==> src/logic/pmd_pkg.sv <==
// Package for the physical memory / I/O region decoder
package pmd_pkg;
   localparam int PA_W = 52;

   // Register access selector codes on the register port
   localparam logic [2:0] SEL_SYSTEM_CONFIG_REG    = 3'h0;
   localparam logic [2:0] SEL_TOM_LOW   = 3'h1;
   localparam logic [2:0] SEL_TOM_HIGH  = 3'h2;
   localparam logic [2:0] SEL_IO_BASE0  = 3'h3;
   localparam logic [2:0] SEL_IO_MASK0  = 3'h4;
   localparam logic [2:0] SEL_IO_BASE1  = 3'h5;
   localparam logic [2:0] SEL_IO_MASK1  = 3'h6;

   // Field positions
   localparam int LOW_EN_BIT   = 20;
   localparam int HIGH_EN_BIT  = 21;
   localparam int TOM_LSB      = 23;
   localparam int TOM_MSB      = 51;
   localparam int IO_LSB       = 12;
   localparam int IO_MSB       = 51;
   localparam int WR_DRAM_BIT  = 3;
   localparam int RD_DRAM_BIT  = 4;
   localparam int PAIR_VLD_BIT = 11;

   // Reset values
   localparam logic [63:0] RST_REG = 64'h0000_0000_0000_0000;

   // Address of the 4-Gbyte line
   localparam logic [PA_W-1:0] FOUR_GB = 52'h0_0001_0000_0000;

   // Cycles from request to answer
   localparam int LAT_CYC = 1;

   typedef struct packed {
      logic            valid;
      logic            write;
      logic [PA_W-1:0] addr;
   } pmd_req_s;

   typedef struct packed {
      logic valid;
      logic to_mmio;
      logic io_hit;
   } pmd_rsp_s;

   typedef struct packed {
      logic [63:0] base;
      logic [63:0] mask;
   } pmd_pair_s;
endpackage : pmd_pkg

==> src/logic/pmd_decoder.sv <==
// Physical address decoder: system memory versus memory-mapped I/O
`timescale 1ns/1ps
`default_nettype none
module pmd_decoder #(
   parameter int N_PAIRS = 2
) (
   input  wire logic              I_CLK,
   input  wire logic              I_NRST,
   input  wire logic              I_CE,
   input  wire logic              I_REG_WE,
   input  wire logic [2:0]        I_REG_SEL,
   input  wire logic [63:0]       I_REG_WDATA,
   output logic      [63:0]       O_REG_RDATA,
   input  wire pmd_pkg::pmd_req_s I_REQ,
   output pmd_pkg::pmd_rsp_s      O_RSP,
   output logic                   O_MEM_TYPE_SEL
);
   // Register map and read mux are written for exactly two pairs
   if (N_PAIRS != 2) begin : g_bad_pairs
      $error("pmd_decoder serves exactly two range pairs");
   end

   typedef struct packed {
      logic [63:0]                       system_config_reg;
      logic [63:0]                       tom_low;
      logic [63:0]                       tom_high;
      pmd_pkg::pmd_pair_s [N_PAIRS-1:0]  pair;
      pmd_pkg::pmd_rsp_s                 rsp;
      logic [63:0]                       rdata;
   } pmd_state_s;

   pmd_state_s state_ff;
   pmd_state_s nxt_state;

   logic             top_mem;
   logic [N_PAIRS-1:0] pair_hit;
   logic [N_PAIRS-1:0] pair_mem;

   pmd_top_cmp u_top (
      .i_system_config_reg   (state_ff.system_config_reg),
      .i_tom_low  (state_ff.tom_low),
      .i_tom_high (state_ff.tom_high),
      .i_addr     (I_REQ.addr),
      .o_to_mem   (top_mem)
   );

   for (genvar g = 0; g < N_PAIRS; g++) begin : g_pair
      pmd_io_range u_rng (
         .i_base   (state_ff.pair[g].base),
         .i_mask   (state_ff.pair[g].mask),
         .i_addr   (I_REQ.addr),
         .i_write  (I_REQ.write),
         .o_hit    (pair_hit[g]),
         .o_to_mem (pair_mem[g])
      );
   end

   function automatic logic [63:0] rd_mux(input pmd_state_s s, input logic [2:0] sel);
      unique case (sel)
         pmd_pkg::SEL_SYSTEM_CONFIG_REG:   rd_mux = s.system_config_reg;
         pmd_pkg::SEL_TOM_LOW:  rd_mux = s.tom_low;
         pmd_pkg::SEL_TOM_HIGH: rd_mux = s.tom_high;
         pmd_pkg::SEL_IO_BASE0: rd_mux = s.pair[0].base;
         pmd_pkg::SEL_IO_MASK0: rd_mux = s.pair[0].mask;
         pmd_pkg::SEL_IO_BASE1: rd_mux = s.pair[1].base;
         pmd_pkg::SEL_IO_MASK1: rd_mux = s.pair[1].mask;
         default:               rd_mux = 64'h0000_0000_0000_0000;
      endcase
   endfunction : rd_mux

   always_comb begin
      logic hit_mem;
      logic any_hit;
      nxt_state = state_ff;
      hit_mem   = 1'b0;
      any_hit   = 1'b0;
      if (I_REG_WE) begin
         unique case (I_REG_SEL)
            pmd_pkg::SEL_SYSTEM_CONFIG_REG:   nxt_state.system_config_reg       = I_REG_WDATA;
            pmd_pkg::SEL_TOM_LOW:  nxt_state.tom_low      = I_REG_WDATA;
            pmd_pkg::SEL_TOM_HIGH: nxt_state.tom_high     = I_REG_WDATA;
            pmd_pkg::SEL_IO_BASE0: nxt_state.pair[0].base = I_REG_WDATA;
            pmd_pkg::SEL_IO_MASK0: nxt_state.pair[0].mask = I_REG_WDATA;
            pmd_pkg::SEL_IO_BASE1: nxt_state.pair[1].base = I_REG_WDATA;
            pmd_pkg::SEL_IO_MASK1: nxt_state.pair[1].mask = I_REG_WDATA;
            default:               nxt_state.system_config_reg       = state_ff.system_config_reg;
         endcase
      end
      nxt_state.rdata = rd_mux(state_ff, I_REG_SEL);
      // Lowest pair wins on overlap; software must avoid that case
      for (int i = N_PAIRS - 1; i >= 0; i--) begin
         if (pair_hit[i]) begin
            any_hit = 1'b1;
            hit_mem = pair_mem[i];
         end
      end
      nxt_state.rsp.valid   = I_REQ.valid;
      nxt_state.rsp.io_hit  = I_REQ.valid && any_hit;
      // Range steering overrides the boundary classification
      nxt_state.rsp.to_mmio = I_REQ.valid && (any_hit ? !hit_mem : !top_mem);
   end

   always_ff @(posedge I_CLK or negedge I_NRST) begin
      if (!I_NRST) begin
         state_ff <= '0;
      end else if (I_CE) begin
         state_ff <= nxt_state;
      end
   end

   assign O_REG_RDATA    = state_ff.rdata;
   assign O_RSP          = state_ff.rsp;
   // Memory-type combination uses the steering pair bits downstream
   assign O_MEM_TYPE_SEL = state_ff.rsp.io_hit;

   logic [pmd_pkg::PA_W-1:0] lo_lim;
   logic [pmd_pkg::PA_W-1:0] hi_lim;
   logic                     any_hit_c;
   assign lo_lim    = {state_ff.tom_low[pmd_pkg::TOM_MSB:pmd_pkg::TOM_LSB],
                       {pmd_pkg::TOM_LSB{1'b0}}};
   assign hi_lim    = {state_ff.tom_high[pmd_pkg::TOM_MSB:pmd_pkg::TOM_LSB],
                       {pmd_pkg::TOM_LSB{1'b0}}};
   assign any_hit_c = |pair_hit;

   property p_low_mem;
      @(posedge I_CLK) disable iff (!I_NRST)
      (I_CE && I_REQ.valid && !I_REG_WE && state_ff.system_config_reg[pmd_pkg::LOW_EN_BIT] && !any_hit_c
       && I_REQ.addr < lo_lim)
      |=> !O_RSP.to_mmio;
   endproperty
   a_low_mem: assert property (p_low_mem) else $error("low region not memory");

   property p_high_mem;
      @(posedge I_CLK) disable iff (!I_NRST)
      (I_CE && I_REQ.valid && !any_hit_c && state_ff.system_config_reg[pmd_pkg::HIGH_EN_BIT]
       && I_REQ.addr >= pmd_pkg::FOUR_GB && I_REQ.addr < hi_lim)
      |=> !O_RSP.to_mmio;
   endproperty
   a_high_mem: assert property (p_high_mem) else $error("high region not memory");

   property p_high_io;
      @(posedge I_CLK) disable iff (!I_NRST)
      (I_CE && I_REQ.valid && !any_hit_c && I_REQ.addr >= hi_lim
       && I_REQ.addr >= pmd_pkg::FOUR_GB)
      |=> O_RSP.to_mmio;
   endproperty
   a_high_io: assert property (p_high_io) else $error("above high boundary not I/O");

   property p_low_io;
      @(posedge I_CLK) disable iff (!I_NRST)
      (I_CE && I_REQ.valid && !any_hit_c && I_REQ.addr >= lo_lim
       && I_REQ.addr < pmd_pkg::FOUR_GB)
      |=> O_RSP.to_mmio;
   endproperty
   a_low_io: assert property (p_low_io) else $error("gap below 4GB not I/O");

   property p_low_dis;
      @(posedge I_CLK) disable iff (!I_NRST)
      (I_CE && I_REQ.valid && !any_hit_c && !state_ff.system_config_reg[pmd_pkg::LOW_EN_BIT]
       && I_REQ.addr < pmd_pkg::FOUR_GB)
      |=> O_RSP.to_mmio;
   endproperty
   a_low_dis: assert property (p_low_dis) else $error("disabled low not I/O");

   property p_high_dis;
      @(posedge I_CLK) disable iff (!I_NRST)
      (I_CE && I_REQ.valid && !any_hit_c && !state_ff.system_config_reg[pmd_pkg::HIGH_EN_BIT]
       && I_REQ.addr >= pmd_pkg::FOUR_GB)
      |=> O_RSP.to_mmio;
   endproperty
   a_high_dis: assert property (p_high_dis) else $error("disabled high not I/O");

   property p_pair_wr;
      @(posedge I_CLK) disable iff (!I_NRST)
      (I_CE && I_REQ.valid && I_REQ.write && pair_hit[0] && !pair_hit[1])
      |=> (O_RSP.to_mmio == !$past(state_ff.pair[0].base[pmd_pkg::WR_DRAM_BIT]));
   endproperty
   a_pair_wr: assert property (p_pair_wr) else $error("write steering wrong");

   property p_pair_rd;
      @(posedge I_CLK) disable iff (!I_NRST)
      (I_CE && I_REQ.valid && !I_REQ.write && pair_hit[1] && !pair_hit[0])
      |=> (O_RSP.to_mmio == !$past(state_ff.pair[1].base[pmd_pkg::RD_DRAM_BIT]));
   endproperty
   a_pair_rd: assert property (p_pair_rd) else $error("read steering wrong");

   property p_pair_vld;
      @(posedge I_CLK) disable iff (!I_NRST)
      (I_CE && I_REQ.valid && !state_ff.pair[0].mask[pmd_pkg::PAIR_VLD_BIT]
       && !state_ff.pair[1].mask[pmd_pkg::PAIR_VLD_BIT])
      |=> !O_RSP.io_hit;
   endproperty
   a_pair_vld: assert property (p_pair_vld) else $error("invalid pair hit");

   property p_resp;
      @(posedge I_CLK) disable iff (!I_NRST)
      (I_CE && I_REQ.valid) |=> O_RSP.valid;
   endproperty
   a_resp: assert property (p_resp) else $error("no answer one cycle later");
endmodule : pmd_decoder
`default_nettype wire

==> src/logic/pmd_io_range.sv <==
// One I/O range pair hit and steering
`timescale 1ns/1ps
`default_nettype none
module pmd_io_range (
   input  wire logic [63:0]               i_base,
   input  wire logic [63:0]               i_mask,
   input  wire logic [pmd_pkg::PA_W-1:0]  i_addr,
   input  wire logic                      i_write,
   output logic                          o_hit,
   output logic                          o_to_mem
);
   localparam int FW = pmd_pkg::IO_MSB - pmd_pkg::IO_LSB + 1;
   logic [FW-1:0] m;

   always_comb begin
      // Low 12 bits are taken as zero, so they never compare
      m     = i_mask[pmd_pkg::IO_MSB:pmd_pkg::IO_LSB];
      o_hit = i_mask[pmd_pkg::PAIR_VLD_BIT] &&
              ((i_addr[pmd_pkg::IO_MSB:pmd_pkg::IO_LSB] & m) ==
               (i_base[pmd_pkg::IO_MSB:pmd_pkg::IO_LSB] & m));
      o_to_mem = i_write ? i_base[pmd_pkg::WR_DRAM_BIT]
                         : i_base[pmd_pkg::RD_DRAM_BIT];
   end
endmodule : pmd_io_range
`default_nettype wire

==> src/logic/pmd_top_cmp.sv <==
// Top-of-memory boundary comparator
`timescale 1ns/1ps
`default_nettype none
module pmd_top_cmp (
   input  wire logic [63:0]               i_system_config_reg,
   input  wire logic [63:0]               i_tom_low,
   input  wire logic [63:0]               i_tom_high,
   input  wire logic [pmd_pkg::PA_W-1:0]  i_addr,
   output logic                          o_to_mem
);
   logic [pmd_pkg::PA_W-1:0] low_lim;
   logic [pmd_pkg::PA_W-1:0] high_lim;
   logic                     below_4g;

   always_comb begin
      // Only the aligned field takes part; other bits ignored
      low_lim  = '0;
      high_lim = '0;
      low_lim[pmd_pkg::TOM_MSB:pmd_pkg::TOM_LSB]  =
         i_tom_low[pmd_pkg::TOM_MSB:pmd_pkg::TOM_LSB];
      high_lim[pmd_pkg::TOM_MSB:pmd_pkg::TOM_LSB] =
         i_tom_high[pmd_pkg::TOM_MSB:pmd_pkg::TOM_LSB];
      below_4g = i_addr < pmd_pkg::FOUR_GB;
      if (below_4g) begin
         // Disabled boundary falls back to I/O
         o_to_mem = i_system_config_reg[pmd_pkg::LOW_EN_BIT] && (i_addr < low_lim);
      end else begin
         o_to_mem = i_system_config_reg[pmd_pkg::HIGH_EN_BIT] && (i_addr < high_lim);
      end
   end
endmodule : pmd_top_cmp
`default_nettype wire
==> config.mk <==
export PLATFORM = sky130hd
export DESIGN_NAME = pmd_decoder
export DESIGN_NICKNAME = d
export VERILOG_FILES = /design/src/logic/pmd_pkg.sv /design/src/logic/pmd_decoder.sv /design/src/logic/pmd_io_range.sv /design/src/logic/pmd_top_cmp.sv
export SDC_FILE = /design/constraint.sdc
export NUM_CORES = 1
export LEC_CHECK = 0
export BUFFER_PORTS_ARGS = -buffer_cell sky130_fd_sc_hd__clkbuf_2
export CORE_ASPECT_RATIO = 0.7
export CORE_MARGIN = 10
export CORE_UTILIZATION = 35
export CTS_CLUSTER_SIZE = 28
export DETAILED_ROUTE_END_ITERATION = 8
export SETUP_SLACK_MARGIN = 0.02
export SYNTH_ARGS = -nofsm -noshare
export SYNTH_HDL_FRONTEND = slang
export SYNTH_SLANG_ARGS = --single-unit
==> constraint.sdc <==
create_clock -name I_CLK -period 2.6 [get_ports I_CLK]
set_input_delay 0.39 -clock I_CLK [delete_from_list [all_inputs] [get_ports I_CLK]]
set_output_delay 0.39 -clock I_CLK [all_outputs]
set_load 0.05 [all_outputs]
==> summary.log <==
[status] run status finished clean
[layout] fraction of the core area covered by cells at the end of the flow 40.9%
[timing] Max transition margin 19.5%
[die] starting utilization of the core area 35.5%
[clock_network] buffers inserted during post-CTS setup optimization 0
[layout] number of fill cells 6756
[synth] synthesized area per cell 12.4 µm²
[route] drt first pass iters 5
[power] relative contribution of combinational cells to total power 23.5%
[clock_network] number of buffers inserted during clock tree synthesis 55
[route] number of vias per cell after detailed routing 5.49
[worst_setup_path] series of cell instances along the critical path inv_1 -> ha_1 -> a21oi_1 -> a21boi_0 -> o311ai_0 -> a211oi_1 -> nor4b_1 -> or3_4 -> a22oi_1
[layout] register area 12900 µm²
[worst_setup_path] startpoint types register
[power] part of the total power dissipated in sequential elements 44.7%
[synth] Mapped Nets 2248
[worst_setup_path] worst setup path class reg2reg
[route] Total Routed Length 83600 µm
[route] First DRT Iteration DRCs 1186
[worst_setup_path] Worst setup EP type register
[clock_network] TritonCTS clock tree done
[clock_network] Clock Sink Count 515
[place] final weighted congestion in routability-driven placement 0.896
[clock_network] clock latency on the worst-skew pair 610 ps
[power] Sw Pwr 7.81 mW
[layout] Area growth, synth to finish 15.2%
[synth] number of flip-flops and latches in the synthesized netlist 515
[die] core region area 72000 µm²
[grt] number of antenna violations at the first check in global routing 21
[clock_network] CTS clk-pin slew, worst paths 60 ps
[synth] fraction of post-synthesis cell area in the top cell type by area 50.4%
[route] # DRC 0
[worst_setup_path] arrival time of the worst setup path 2930 ps
[power] Internal Power 17.1 mW
[place] number of port buffers 180
[worst_setup_path] count of buffer and inverter cells on the critical path 1
[die] Chip Height 246 µm
[timing] final worst-path cycle share 94.3%
[layout] number of nets in the finished design 2394
[power] net switching share of the total power 31.4%
[worst_setup_path] stage delay of the slowest cell on the critical path 470 ps
[grt] remaining global-route overflow 0
[route] average wire per standard cell 25.9 µm
[synth] number of flops mapped to enable cells by yosys 0
[synth] most instantiated library cell after synthesis sky130_fd_sc_hd__dfrtp_1
[die] I/O pins 193
[timing] sum of negative setup slack 0 ps
[grt] Total GRT Usage 19.4%
[worst_hold_path] worst min path class in2reg
[synth] synthesized instance count 2067
[synth] part of the Yosys area used for sequential elements 50.4%
[clock_network] CTS Root Cell sky130_fd_sc_hd__clkbuf_16
[timing] Slew Viols, Final 0
[worst_setup_path] gate family responsible for the most delay along the worst path compound AO/OA/AOI/OAI gates
[die] placement row count 82
[timing] worst clock skew on the final layout 8.96 ps
[clock_network] number of buffers on the longest clock path 3
[worst_setup_path] maximum fanout along the worst path 3
[synth] number of distinct library cells after synthesis 55
[layout] share of layout cells above drive strength 1 34.8%
[layout] multi-input logic area 11200 µm²
[timing] number of endpoints failing setup at the final stage 0
[grt] vias in the first global route 18200
[grt] first-pass GRT wire length 124000 µm
[power] clock group share of total power 31.8%
[synth] primary flip-flop cell chosen by synthesis mapping sky130_fd_sc_hd__dfrtp_1
[worst_setup_path] Slowest-stage cell, CP sky130_fd_sc_hd__o311ai_0
[timing] Max Fclk 0.408 GHz
[clock_network] CTS H-Tree Depth 2
[die] die extent in x 343 µm
[timing] worst-margin pin slew 1200 ps
[synth] count of warnings emitted by yosys 0
[layout] Layout Cells excl Fill 3231
[place] cell count after placement 3121
[synth] cell type with the largest total area after synthesis sky130_fd_sc_hd__dfrtp_1
[place] placed wire-length estimate 58400 µm
[timing] final worst path period need 2450 ps
[route] via total after detailed routing 17700
[power] power density relative to cell area 846 nW/µm²
[synth] synthesized cell area 25600 µm²
[synth] synth top area cells sky130_fd_sc_hd__dfrtp_1 50%, sky130_fd_sc_hd__mux2_2 15%, sky130_fd_sc_hd__ha_1 2.7%
[timing] endpoints failing hold 0
[power] static power due to leakage 13.1 nW
[synth] most instantiated cells after synthesis 515 x sky130_fd_sc_hd__dfrtp_1, 343 x sky130_fd_sc_hd__mux2_2, 126 x sky130_fd_sc_hd__nand2_1
[flow_run] Max Cap Violations 0
[grt] pin count of the biggest net entering global routing 94
[route] post-route antenna net violation count 0
[power] maximum resistive drop on vdd 439 µV
[worst_setup_path] required time of the critical path 3080 ps
[timing] RSZ-0062 raised after global routing false
[die] die area 84500 µm²
[synth] async set-or-reset flop fraction in the synthesized netlist 100%
-- repair_timing --
| item | CTS | global route |
|---|---|---|
| setup endpoints to repair | 1 | 1 |
| pin swaps | 0 | 1 |
| gates resized for setup | 1 | 3 |
| hold endpoints to repair | 26 | 0 |
| hold buffers | 1 | 0 |
-- path summary, 6_finish.rpt --
kind / startpoint / endpoint / slack, ps / depth (start not counted)
hold / removal: I_REQ[53] / O_RSP[2] / 80 / 3
max in group asynchronous: I_NRST / hi_lim[47] / 1410 / 3
setup / recovery: lo_lim[34] / O_RSP[1] / 150 / 9
hold reg to reg: state_ff[186] / state_ff[186] / 480 / 1
setup reg to reg: lo_lim[34] / O_RSP[1] / 150 / 9
min in group asynchronous: I_NRST / lo_lim[37] / 310 / 2
-- tightest hold or removal path, stage by stage --
cell	delay, ps
sky130_fd_sc_hd__clkbuf_2	100
sky130_fd_sc_hd__nand2_1	70
sky130_fd_sc_hd__o21ai_0	80
-- area by class of cell --
class / instances / share of cell area, %
well taps: 966 / 4.10
flip-flops and latches: 515 / 43.8
clock buffers: 89 / 5.76
diodes: 9 / 0.0765
clock inverters: 11 / 0.370
multi-input cells: 1297 / 38.2
repair buffers: 282 / 6.97
inverters: 62 / 0.790
-- per-layer routing --
metal  global-route usage [%]  wire length (µm)  vias up
met2                     29.0             36400      638
met1                     27.2             38100     9161
met3                     5.67              7060      155
li1                         -                 -     7762
met5                        0               126        -
met4                     5.08              1880       22
-- placed cells by master (no fill, tap or decap), types with 3 or more instances in the layout --
cell type and n:
sky130_fd_sc_hd__clkbuf_16 57, sky130_fd_sc_hd__a31oi_1 6, sky130_fd_sc_hd__a22o_1 13, sky130_fd_sc_hd__mux2_2 343, sky130_fd_sc_hd__o21ai_0 105, sky130_fd_sc_hd__and4_1 3
sky130_fd_sc_hd__nor4_1 9, sky130_fd_sc_hd__o211ai_1 19, sky130_fd_sc_hd__nand3_1 7, sky130_fd_sc_hd__a211oi_1 7, sky130_fd_sc_hd__xor2_1 80, sky130_fd_sc_hd__nand2b_1 3
sky130_fd_sc_hd__o2bb2ai_1 64, sky130_fd_sc_hd__buf_4 74, sky130_fd_sc_hd__a21oi_1 93, sky130_fd_sc_hd__ha_1 56, sky130_fd_sc_hd__a22oi_1 72, sky130_fd_sc_hd__a221oi_1 25
sky130_fd_sc_hd__a21o_1 9, sky130_fd_sc_hd__mux2i_1 63, sky130_fd_sc_hd__inv_1 61, sky130_fd_sc_hd__and3_4 4, sky130_fd_sc_hd__o22ai_1 6, sky130_fd_sc_hd__nand2_1 125
sky130_fd_sc_hd__nor2b_1 4, sky130_fd_sc_hd__nand4_1 17, sky130_fd_sc_hd__o21a_1 3, sky130_fd_sc_hd__clkbuf_1 17, sky130_fd_sc_hd__clkbuf_2 176, sky130_fd_sc_hd__dfrtp_1 515
sky130_fd_sc_hd__clkinv_2 8, sky130_fd_sc_hd__mux4_2 17, sky130_fd_sc_hd__mux2_4 41, sky130_fd_sc_hd__nor2_1 43, sky130_fd_sc_hd__a2111oi_0 4, sky130_fd_sc_hd__diode_2 9
sky130_fd_sc_hd__buf_12 29, sky130_fd_sc_hd__mux2_1 24, sky130_fd_sc_hd__clkbuf_8 15
-- through the flow --
stage               hold slack, ps  total power, mW  instance area, µm²  setup slack, ps
global placement               344             16.8               27600             -127
finish                        78.3             24.9               29500              147
detailed placement             340             17.1               27600            -97.1
floorplan                     94.4             15.0               25600              683
global route                  93.0             26.1               29400             18.8
CTS                           56.6             25.0               29400              136
-- power by group through the flow --
stage          combinational [mW]  sequential, mW  clock [mW]
2_1_floorplan                4.21            10.7           0
3_3_place_gp                 5.67            11.1           0
3_5_place_dp                 5.82            11.2           0
4_1_cts                      5.86            11.1        8.03
5_1_grt                      6.35            11.3        8.37
6_report                     5.85            11.1        7.92
-- registers in the layout, summed over array words and instances, names as in the netlist --
| name | cells |
|---|---|
| O_REG_RDATA | 64 |
| state_ff | 390 |
| O_RSP | 2 |
| lo_lim | 29 |
| O_MEM_TYPE_SEL | 1 |
| hi_lim | 29 |
-- logic make-up (layout without fill, tap and decap cells) --
group | count (synthesis) | after routing | share of synthesized area (%)
AOI/OAI and AO/OA | 437 | 437 | 11.4
xor gates and xnor gates | 80 | 80 | 2.74
adders and majority gates | 56 | 56 | 2.74
buffers and inverters | 255 | 444 | 5.92
DFF | 515 | 515 | 50.4
muxes | 488 | 488 | 22.5
other | 0 | 9 | 0
and+or+nand+nor | 236 | 236 | 4.28
Power figures use the tool's default switching activity.
